## src/rtl/ta_alarm_defines.svh

```systemverilog
// Register offsets, field positions, reset values and timing for the alarm block.
// Assumes the clock runs at 250 MHz.
`ifndef TA_ALARM_DEFINES_SVH
`define TA_ALARM_DEFINES_SVH

`define TA_OFS_CFG        8'h00
`define TA_OFS_ST1        8'h01
`define TA_OFS_ST2        8'h02
`define TA_OFS_MSK1       8'h03
`define TA_OFS_MSK2       8'h04
`define TA_OFS_PINFN      8'h05
`define TA_OFS_OSCFG      8'h06
`define TA_OFS_TEMP       8'h27
`define TA_OFS_LIM_FIRST  8'h38
`define TA_OFS_LIM_LAST   8'h3b

// Configuration register fields
`define TA_CFG_START      0
`define TA_CFG_INT_EN     1
`define TA_CFG_INT_POL    2
`define TA_CFG_HOLDOFF    3
`define TA_CFG_CI_CLR     5

// Status fields
`define TA_ST1_HOT        4
`define TA_ST1_CASCADE    7
`define TA_ST2_BOARD      1
`define TA_ST2_INTRUSION  4
`define TA_ST2_OVERTEMP   5

// Pin function and overtemp config fields
`define TA_PIN_OS_SEL     6
`define TA_PIN_RST_SEL    7
`define TA_OSC_INT_ONCE   1
`define TA_OSC_OS_ONCE    2
`define TA_OSC_RES12      3

// Limit indices from the first limit offset
`define TA_LIM_HOT        0
`define TA_LIM_HOT_HYST   1
`define TA_LIM_OS         2
`define TA_LIM_OS_HYST    3

// Reset values
`define TA_RST_CFG        8'h08
`define TA_RST_MSK        8'h00
`define TA_RST_PINFN      8'h14
`define TA_RST_OSCFG      4'h1
`define TA_RST_LIMIT      8'h7f

// Timing
`define TA_CLK_MHZ        250
`define TA_CI_CLR_MS      10

`endif

```

## src/rtl/ta_pkg.sv

```systemverilog
// Types shared by the temperature alarm and interrupt logic.
// Assumes nothing beyond the defines header.
package ta_pkg;

  typedef logic [7:0] ta_byte_t;
  typedef logic [23:0] ta_cnt_t;

  typedef struct packed {
    ta_byte_t            cfg;
    ta_byte_t            st1;
    ta_byte_t            st2;
    ta_byte_t            msk1;
    ta_byte_t            msk2;
    ta_byte_t            pinFn;
    logic [3:0]          osCfg;
    logic [11:0]         temp;
    logic [3:0][7:0]     limit;
    logic                hotArmed;
    logic                osArmed;
    logic                osAct;
    ta_cnt_t             clrCnt;
    logic [15:0]         rdData;
    logic                intOut;
    logic                intOe;
    logic                osPinOut;
    logic                osPinOe;
    logic                intrusionOut;
    logic                intrusionOe;
  } ta_state_s;

endpackage

```

## src/rtl/ta_alarm_irq.sv

```systemverilog
// Temperature alarm and interrupt aggregation of a hardware monitor.
// Assumes a serial-bus block delivers one-cycle register strobes, and a converter
// delivers a 12-bit result with a one-cycle done pulse, all synchronous to clk.
`timescale 1ns/100ps
`default_nettype none
`include "ta_alarm_defines.svh"

module ta_alarm_irq
  import ta_pkg::*;
#(
  parameter int unsigned CLR_CYCLES = `TA_CI_CLR_MS * 1000 * `TA_CLK_MHZ
) (
  // Clock and reset
  input  wire logic        clk,
  input  wire logic        rst,
  // Register strobes from the serial-bus block
  input  wire logic [7:0]  regAddr,
  input  wire logic [7:0]  regWrData,
  input  wire logic        regWrite,
  input  wire logic        regRead,
  input  wire logic        regWord,
  output logic      [15:0] regRdData,
  // Converter result
  input  wire logic        convDone,
  input  wire logic [11:0] convResult,
  // External interrupt sources
  input  wire logic        intIn_n,
  input  wire logic        boardTempAlert_n,
  input  wire logic        intrusionIn,
  // Intrusion line drive
  output logic             intrusionOut,
  output logic             intrusionOe,
  // Interrupt pin
  output logic             intOut,
  output logic             intOe,
  // Reset/overtemp pin
  output logic             osPinOut,
  output logic             osPinOe
);

  localparam ta_cnt_t CLR_LAST = ta_cnt_t'(CLR_CYCLES - 1);

  ta_state_s st;
  ta_state_s nxt_st;

  logic        [7:0] curT;
  logic              monitoring;
  logic              hotNow;
  logic              hotBelowHyst;
  logic              osNow;
  logic              osBelowHyst;
  logic              osFlagOnce;
  logic              rdSt1;
  logic              rdSt2;
  logic              wrCfg;
  logic              limHit;
  logic        [1:0] limIdx;
  logic              anySrc;
  logic              intAct;
  logic              osPinEn;
  logic              convPend;

  always_comb begin
    nxt_st       = st;
    curT         = st.temp[11:4];
    monitoring   = st.cfg[`TA_CFG_START] & ~st.cfg[`TA_CFG_HOLDOFF];
    hotNow       = $signed(curT) > $signed(st.limit[`TA_LIM_HOT]);
    hotBelowHyst = $signed(curT) < $signed(st.limit[`TA_LIM_HOT_HYST]);
    osNow        = $signed(curT) > $signed(st.limit[`TA_LIM_OS]);
    osBelowHyst  = $signed(curT) < $signed(st.limit[`TA_LIM_OS_HYST]);
    osFlagOnce   = st.osCfg[`TA_OSC_OS_ONCE];
    rdSt1        = regRead & (regAddr == `TA_OFS_ST1);
    rdSt2        = regRead & (regAddr == `TA_OFS_ST2);
    wrCfg        = regWrite & (regAddr == `TA_OFS_CFG);
    limHit       = (regAddr >= `TA_OFS_LIM_FIRST) && (regAddr <= `TA_OFS_LIM_LAST);
    limIdx       = regAddr[1:0];

    // Read side: answer comes one cycle after the strobe
    if (regRead) begin
      nxt_st.rdData = 16'h0000;
      case (regAddr)
        `TA_OFS_CFG:   nxt_st.rdData[7:0] = st.cfg;
        `TA_OFS_ST1:   nxt_st.rdData[7:0] = st.st1;
        `TA_OFS_ST2:   nxt_st.rdData[7:0] = st.st2;
        `TA_OFS_MSK1:  nxt_st.rdData[7:0] = st.msk1;
        `TA_OFS_MSK2:  nxt_st.rdData[7:0] = st.msk2;
        `TA_OFS_PINFN: nxt_st.rdData[7:0] = st.pinFn;
        `TA_OFS_OSCFG: nxt_st.rdData[7:0] = {st.temp[3:0], st.osCfg};
        `TA_OFS_TEMP: begin
          if (regWord) begin
            nxt_st.rdData = {st.temp, 4'h0};
          end else begin
            nxt_st.rdData[7:0] = st.temp[11:4];
          end
        end
        default: begin
          if (limHit) begin
            nxt_st.rdData[7:0] = st.limit[limIdx];
          end
        end
      endcase
    end

    // Reading a status register empties it; sources below win in the same cycle
    if (rdSt1) begin
      nxt_st.st1 = 8'h00;
    end
    if (rdSt2) begin
      nxt_st.st2 = 8'h00;
      if (st.osCfg[`TA_OSC_OS_ONCE]) begin
        nxt_st.osAct = 1'b0;
      end
    end

    // Register writes
    if (regWrite) begin
      case (regAddr)
        `TA_OFS_CFG:   nxt_st.cfg   = regWrData;
        `TA_OFS_MSK1:  nxt_st.msk1  = regWrData;
        `TA_OFS_MSK2:  nxt_st.msk2  = regWrData;
        `TA_OFS_PINFN: nxt_st.pinFn = regWrData;
        `TA_OFS_OSCFG: nxt_st.osCfg = regWrData[3:0];
        default: begin
          if (limHit) begin
            nxt_st.limit[limIdx] = regWrData;
          end
        end
      endcase
    end

    // Intrusion clear pulse: line held low for the full time, then the bit drops
    if (wrCfg && regWrData[`TA_CFG_CI_CLR] && !st.intrusionOe) begin
      nxt_st.intrusionOe = 1'b1;
      nxt_st.clrCnt      = '0;
    end else if (st.intrusionOe) begin
      nxt_st.cfg[`TA_CFG_CI_CLR] = 1'b1;
      if (st.clrCnt == CLR_LAST) begin
        nxt_st.intrusionOe         = 1'b0;
        nxt_st.cfg[`TA_CFG_CI_CLR] = 1'b0;
      end else begin
        nxt_st.clrCnt = st.clrCnt + ta_cnt_t'(1);
      end
    end
    nxt_st.intrusionOut = 1'b0;

    // Conversions are taken only while monitoring runs; hold-off pauses the loop
    if (convDone && monitoring) begin
      if (st.osCfg[`TA_OSC_RES12]) begin
        nxt_st.temp = convResult;
      end else begin
        nxt_st.temp = {convResult[11:3], 3'h0};
      end
    end

    // Limit checks run on the stored result right after it lands
    if (st.cfg[`TA_CFG_START] && !st.cfg[`TA_CFG_HOLDOFF] && convPend) begin
      // Hot flag: default mode re-raises each conversion, one-time waits for hysteresis
      if (!st.osCfg[`TA_OSC_INT_ONCE]) begin
        if (hotNow) begin
          nxt_st.st1[`TA_ST1_HOT] = 1'b1;
        end else if (!rdSt1) begin
          nxt_st.st1[`TA_ST1_HOT] = 1'b0;
        end
      end else begin
        if (hotNow && st.hotArmed) begin
          nxt_st.st1[`TA_ST1_HOT] = 1'b1;
          nxt_st.hotArmed         = 1'b0;
        end else if (hotBelowHyst) begin
          nxt_st.hotArmed = 1'b1;
        end
      end
      // Overtemp status flag follows the same two modes
      if (!osFlagOnce) begin
        if (osNow) begin
          nxt_st.st2[`TA_ST2_OVERTEMP] = 1'b1;
        end else if (!rdSt2) begin
          nxt_st.st2[`TA_ST2_OVERTEMP] = 1'b0;
        end
      end else begin
        if (osNow && st.osArmed) begin
          nxt_st.st2[`TA_ST2_OVERTEMP] = 1'b1;
          nxt_st.osArmed               = 1'b0;
          nxt_st.osAct                 = 1'b1;
        end else if (osBelowHyst) begin
          nxt_st.osArmed = 1'b1;
        end
      end
      // Comparator pin mode holds between the limit and its hysteresis
      if (!osFlagOnce) begin
        if (osNow) begin
          nxt_st.osAct = 1'b1;
        end else if (osBelowHyst) begin
          nxt_st.osAct = 1'b0;
        end
      end
    end

    // External sources are level-sensed every cycle
    if (!intIn_n) begin
      nxt_st.st1[`TA_ST1_CASCADE] = 1'b1;
    end
    if (!boardTempAlert_n) begin
      nxt_st.st2[`TA_ST2_BOARD] = 1'b1;
    end
    if (intrusionIn) begin
      nxt_st.st2[`TA_ST2_INTRUSION] = 1'b1;
    end

    // Interrupt pin; a status read drops it at once, even if a source sets again
    anySrc = |(nxt_st.st1 & ~nxt_st.msk1) | |(nxt_st.st2 & ~nxt_st.msk2);
    intAct = anySrc & nxt_st.cfg[`TA_CFG_INT_EN]
             & ~nxt_st.cfg[`TA_CFG_HOLDOFF] & ~(rdSt1 | rdSt2);
    nxt_st.intOut = nxt_st.cfg[`TA_CFG_INT_POL];
    nxt_st.intOe  = intAct;

    // Shared pin carries the active-low overtemp signal only in its overtemp role
    osPinEn = nxt_st.pinFn[`TA_PIN_OS_SEL] & ~nxt_st.pinFn[`TA_PIN_RST_SEL];
    nxt_st.osPinOut = 1'b0;
    nxt_st.osPinOe  = osPinEn & nxt_st.osAct;
  end

  // A conversion is evaluated the cycle after it is stored
  always_ff @(posedge clk) begin
    if (rst) begin
      convPend <= 1'b0;
    end else begin
      convPend <= convDone & monitoring;
    end
  end

  always_ff @(posedge clk) begin
    if (rst) begin
      st          <= '0;
      st.cfg      <= `TA_RST_CFG;
      st.msk1     <= `TA_RST_MSK;
      st.msk2     <= `TA_RST_MSK;
      st.pinFn    <= `TA_RST_PINFN;
      st.osCfg    <= `TA_RST_OSCFG;
      st.limit    <= {4{`TA_RST_LIMIT}};
      st.hotArmed <= 1'b1;
      st.osArmed  <= 1'b1;
    end else begin
      st <= nxt_st;
    end
  end

  assign regRdData    = st.rdData;
  assign intOut       = st.intOut;
  assign intOe        = st.intOe;
  assign osPinOut     = st.osPinOut;
  assign osPinOe      = st.osPinOe;
  assign intrusionOut = st.intrusionOut;
  assign intrusionOe  = st.intrusionOe;
endmodule // ta_alarm_irq
`default_nettype wire

```

## config.mk

```make
export PLATFORM = sky130hd
export DESIGN_NAME = ta_alarm_irq
export DESIGN_NICKNAME = d
export VERILOG_FILES = /design/src/rtl/ta_pkg.sv /design/src/rtl/ta_alarm_irq.sv
export VERILOG_INCLUDE_DIRS = /design/src /design/src/rtl
export SDC_FILE = /design/constraint.sdc
export NUM_CORES = 1
export LEC_CHECK = 0
export ABC_AREA = 1
export BUFFER_PORTS_ARGS = -buffer_cell sky130_fd_sc_hd__buf_2
export CORE_UTILIZATION = 45
export CTS_CLUSTER_SIZE = 20
export DETAILED_ROUTE_END_ITERATION = 10
export GPL_TIMING_DRIVEN = 0
export SETUP_SLACK_MARGIN = 0.15
export SYNTH_ARGS = -nofsm -noshare
export SYNTH_HDL_FRONTEND = slang
export SYNTH_SLANG_ARGS = --single-unit
```

## constraint.sdc

```tcl
create_clock -name clk -period 2.2 [get_ports clk]
set_input_delay 0.22 -clock clk [delete_from_list [all_inputs] [get_ports clk]]
set_output_delay 0.22 -clock clk [all_outputs]
set_load 0.05 [all_outputs]
```

* After elaboration in Yosys (flattened, before gate mapping) *
Index checks and enable logic that the tools add are counted.
Widths: inputs -> output; s select.

word-level totals
  output and inout port bits = 22
  flip-flop bits (word level) = 146

operators by class
  reductions and logical operators = 25
  equal/unequal tests = 8
  order comparisons = 8
  bitwise logic cells = 22
  mux-type cells = 50
  $add $sub $neg = 1

operators with widths
  cell                   count
  $mux 8                 11
  $pmux 8 s8             1
  $bwmux 32              1
  $mux 1                 30
  $mux 28                1
  $add 24x1->24 const B  1
  $eq 24x22->1 const B   1
  $eq 8x3->1 const B     3
  $and 8x8->8            2
  $bmux 8 s2             1
  $demux 8 s2            1
  $eq 8x2->1 const B     2
  $gt 8x8->1             2
  $lt 8x8->1             2
  $not 8->8              2
  $reduce_or 8->1        2
  $mux 6                 2
  $and 1x1->1            10
  $logic_and 1x1->1      9
  $reduce_and 3->1       3
  $eq 8x1->1 const B     1
  $eq 8x6->1 const B     1
  $ge 8x6->1 const B     1
  $le 8x6->1 const B     1
  12 further kinds       23

* Longest topological paths before layout *
  depth in word-level cells = 13
  depth in mapped cells = 17
  gate-level depth less buffers = 17

* Worst setup path before layout *
Ideal clock, no wire load.

  path type = flip-flop to flip-flop
  start point = register st[22] (netlist name)
  end point = register st[25] (netlist name)
  path buffers = 1
  arrival = 1.528 ns
  stages on the path, launching flop included = 10
  clock period less this slack = 1.644 ns
  slack = 0.556 ns
  setup time = 0.116 ns
  cells stage by stage = dfxtp_1 ha_1 nand3_1 nor4_1 nand3_1 nand2_1 inv_1 clkbuf_1 nand3_1 a21oi_1

on the way
  cells in the longest elaborated chain, start to end = 3
  elaborated cells on any way between the ends = 4
  those cells by class = 1 x add/sub; 1 x eq/ne; 1 x bitwise; 1 x reduce/logical

ends and longest elaborated chain
  item                                                   RTL line             RTL
  start: declaration                                     ta_alarm_irq.sv:43   ta_state_s st;
  start signal: assignment                               ta_alarm_irq.sv:243  st <= nxt_st;
  branches (longest 3 deep; another with $add 24x1->24)  -

Parallel ways; which one is timed is not known.
A chain may end at the register's enable or synchronous reset.

* Final worst setup path *
  start point = register st[22] (netlist name)
  end point = register st[22] (netlist name)

Same word-level chain as after synthesis.

==> Implementation_results.wiki <==
{| class="wikitable"
! Metric !! Value
|-
| Maximum number of pins on one net before global-route repair || 17
|-
| Final routed wire length divided by cell count || 17.32 um
|-
| Area of the die || roughly 0.017 mm2
|-
| Post-synthesis instance area || 0.007582 mm2
|-
| Global-route track usage on met1 || 0.3863
|-
| Initial Util || 0.4588
|-
| Critical-path cell list || ha_4 -> nand3_1 -> nor4_2 -> nand3_1 -> nand2_2 -> inv_1 -> buf_2 -> nand2_1 -> a21oi_1
|-
| Die height || 131.8 um
|-
| Post-synthesis average cell area || 7.073 um2
|-
| Count of routing violations after the opening detailed-route iteration || approximately 700
|-
| Arithmetic-cell share of the synthesized area counting full adders, half adders and majority gates || 0.05116
|-
| Residual DRC || 0
|-
| Number of nets in the finished design || between 1,000 and 1,500
|-
| Remaining global-route overflow || 0
|-
| Top-level I/O count || a little under 60
|-
| Number of clock sinks || ~140
|-
| Power density over the cells || 679.7 mW/mm2
|-
| Slew Viols, Final || 0
|-
| Width of the die || 131.8 um
|-
| H-tree depth reported by CTS || 4
|-
| Arrival time of data at the critical path endpoint || between 2 and 2.5 ns
|-
| First-pass GRT wire length || 36,940 um
|-
| Final setup violation count || 0
|-
| Worst clock skew || 0.01124 ns
|-
| Crit path required time || 2.51 ns
|-
| Number of inserted diodes || 0
|-
| Max Clock Freq || 0.5103 GHz
|-
| Type of the tightest min-delay check || in -> reg
|-
| Layout overhead on the synthesized area || 16.96%
|-
| Max-Cap Viols || 0
|-
| Cell seen most often among critical-path stages || nand3_1
|-
| Placed wire-length estimate after detailed placement || 17,800 um
|-
| # port buffers || 49
|-
| Cell at the root of the clock tree || clkbuf_16
|-
| Number of synthesized flops with an enable pin || 0
|-
| ANT nets after route || 0
|-
| Largest family of logic cells by synthesized area || simple AND/OR/NAND/NOR gates
|-
| Top library cells by usage in the layout, fill and taps aside || nand2_1, inv_1, dfxtp_1
|-
| Drt first pass iters || 5
|-
| Sequential area share after synthesis || 0.3776
|-
| Status || finished, final reports clean
|-
| Total of flip-flops plus latches after synthesis || 143
|-
| Sum of internal, switching and leakage power || 0.006028 W
|-
| Fin. Hold Viols || 0
|-
| Max stage delay on crit path || 0.41 ns
|-
| Global routing's busiest layer || met2
|-
| Kind of critical path || reg -> reg
|-
| Clock latency on the worst-skew pair || ~0.43 ns
|-
| Mux cell area share after synthesis || 0.001320
|-
| Fraction of final layout cells sized beyond drive strength 1 || 0.1478
|-
| Global routing usage on met3 || 0.05690
|-
| Inserted Clock Buffers || 17
|-
| Synth Area in Simple Gates || 0.2685
|-
| Startpoint type of the worst setup path || flip-flop
|-
| Final period util || 0.8907
|-
| Via total after detailed routing || 7,402
|-
| TritonCTS clock tree || done
|-
| Ys flop type || dfxtp_1
|-
| Number of core rows || 47
|-
| Final cell count without fillers || 1,377
|-
| Worst IR Drop VDD || ~0.55 mV
|-
| Final period demand of the worst path || 1.959 ns
|-
| Complex-gate fraction of the synthesized area || 0.1680
|-
| Total number of yosys warnings || 0
|-
| Number of buffers on the longest clock path || 2
|-
| Cell with the largest stage delay on the worst path || dfxtp_2
|-
| Number of cells after detailed placement || roughly 1,300
|-
| Count of cell types in the netlist || 44
|-
| Core footprint || 0.01652 mm2
|-
| Most common cell after layout, fill and taps aside || nand2_1
|-
| Global-route total usage across every layer || 0.2790
|-
| Proportion of register bits with asynchronous set or reset after synthesis || 0
|-
| Setup TNS Final || 0 ns
|-
| Initial antenna violation count || 0
|-
| Vias in the first global route || about 6,700
|-
| DR vias/cell || 5.375
|-
| Gate Count Post-Synth || 1,072
|-
| RSZ-0062 raised after global routing || true
|-
| Clock-pin slew of the registers on the worst-case setup and hold paths || 0.06 ns
|-
| Fraction of met2 tracks used by global routing || 0.4289
|-
| Measured slew at the worst slew-check pin || around 0.7 ns
|-
| Share of the synthesized netlist area taken by xor and xnor gates || 0.01964
|-
| Worst slew margin relative to its limit || 0.5338
|-
| Total wire length || approximately 24,000 um
|-
| Type of element capturing the critical path || flip-flop
|-
| Leakage power || 3.984 nW
|-
| Weighted congestion reported at the end of routability-driven placement || 0.9528
|-
| Maximum fanout along the worst path || 10
|}
[layer usage]
layer | vias up | wire, um
li1 | 3665 | -
met1 | 3394 | 11070
met2 | 296 | 10280
met3 | 47 | 1808
met4 | 0 | 687
met5 | - | 0
[Yosys cell counts, types with 4 or more instances]
cell      count  area share
xnor2_1       8      0.0092
nand3_1      56       0.037
o22ai_1      21       0.017
nor3_1       18       0.012
nor2_4        8       0.012
buf_2        11      0.0073
a221oi_1      7      0.0081
a211oi_1      7      0.0069
inv_1       143       0.071
a22oi_1       4      0.0040
xor2_1        9       0.010
o211ai_1      4      0.0040
or2_2         4      0.0033
buf_4        22       0.022
nor3b_1       4      0.0040
ha_1         31       0.051
o21ai_0      70       0.046
nor4_1        7      0.0058
nand2_1     212        0.10
nor2_1       99       0.049
a21oi_1     106       0.070
dfxtp_1     143        0.38
nand2_2       4      0.0033
nand4_1      22       0.018
clkbuf_1     22       0.011
[logic make-up after synthesis]
| kind of cell | count (synthesis) |
|---|---|
| AOI/OAI and AO/OA | 231 |
| xor gates and xnor gates | 17 |
| muxes | 1 |
| adders and majority gates | 31 |
| other | 1 |
| buffers and inverters | 202 |
| DFF | 143 |
| and+or+nand+nor | 446 |
[metrics by stage]
step | hold slack, ns | setup WS [ns] | util | cell area, um2
after global routing | 0.01898 | 0.1218 | 0.5367 | 8869
final | 0.01995 | 0.2405 | 0.5367 | 8869
after detailed placement | 0.4184 | -0.04790 | 0.4906 | 8107
after global placement | 0.4148 | -0.03703 | 0.4906 | 8107
after floorplan | 0.3159 | 0.5561 | - | 7586
after CTS | 0.01361 | 0.1529 | 0.5312 | 8777
[repair_timing]
action,CTS,global route
buffers inserted,0,1
setup endpoints to repair,28,29
endpoints found under the hold margin,2,0
hold buffers,2,0
gates resized for setup,10,29
pin swaps,1,6
[path summary, 6_finish.rpt]
kind / from / endpoint / slack (ns) / cells after the start
max reg2reg: st[22]$_SDFFE_PP0P_ / st[22]$_SDFFE_PP0P_ / 0.24 / 9
max: st[22]$_SDFFE_PP0P_ / st[22]$_SDFFE_PP0P_ / 0.24 / 9
min reg2reg: st[134]$_SDFF_PP0_ / st[134]$_SDFF_PP0_ / 0.46 / 2
min: convResult[0] / st[81]$_SDFFE_PP0P_ / 0.02 / 3
[registers in the layout, indices dropped and copies added, names as in the netlist]
register	flops
regRdData	16
intOe	1
intrusionOe	1
curT	8
osFlagOnce	1
convPend	1
osPinOe	1
st	114
[cell type report]
cell class                      instances  area, um2
Buffer                                 58      321.6
Inverter                              144      545.5
Sequential cell                       143       2882
Fill cell                            1628       7656
Clock buffer                           21      470.5
Multi-Input combinational cell        728       3949
Clock inverter                         11      152.6
Timing Repair Buffer                   52      272.8
Tap cell                              220      275.3
[power by group]
group	internal (W)	switching (W)
registers	0.00260	0.00000832
logic	0.0000959	0.000257
clock network	0.00188	0.00118
[worst max-delay path: cells and delay by family, from the launching register on]
kind / cells / cell delay, ns
compound gates: 1 / 0.06
fa+ha+maj: 1 / 0.20
buf+inv: 2 / 0.28
flops: 1 / 0.41
simple gates: 5 / 0.90
Note: power is estimated with default switching activity, not from simulation.
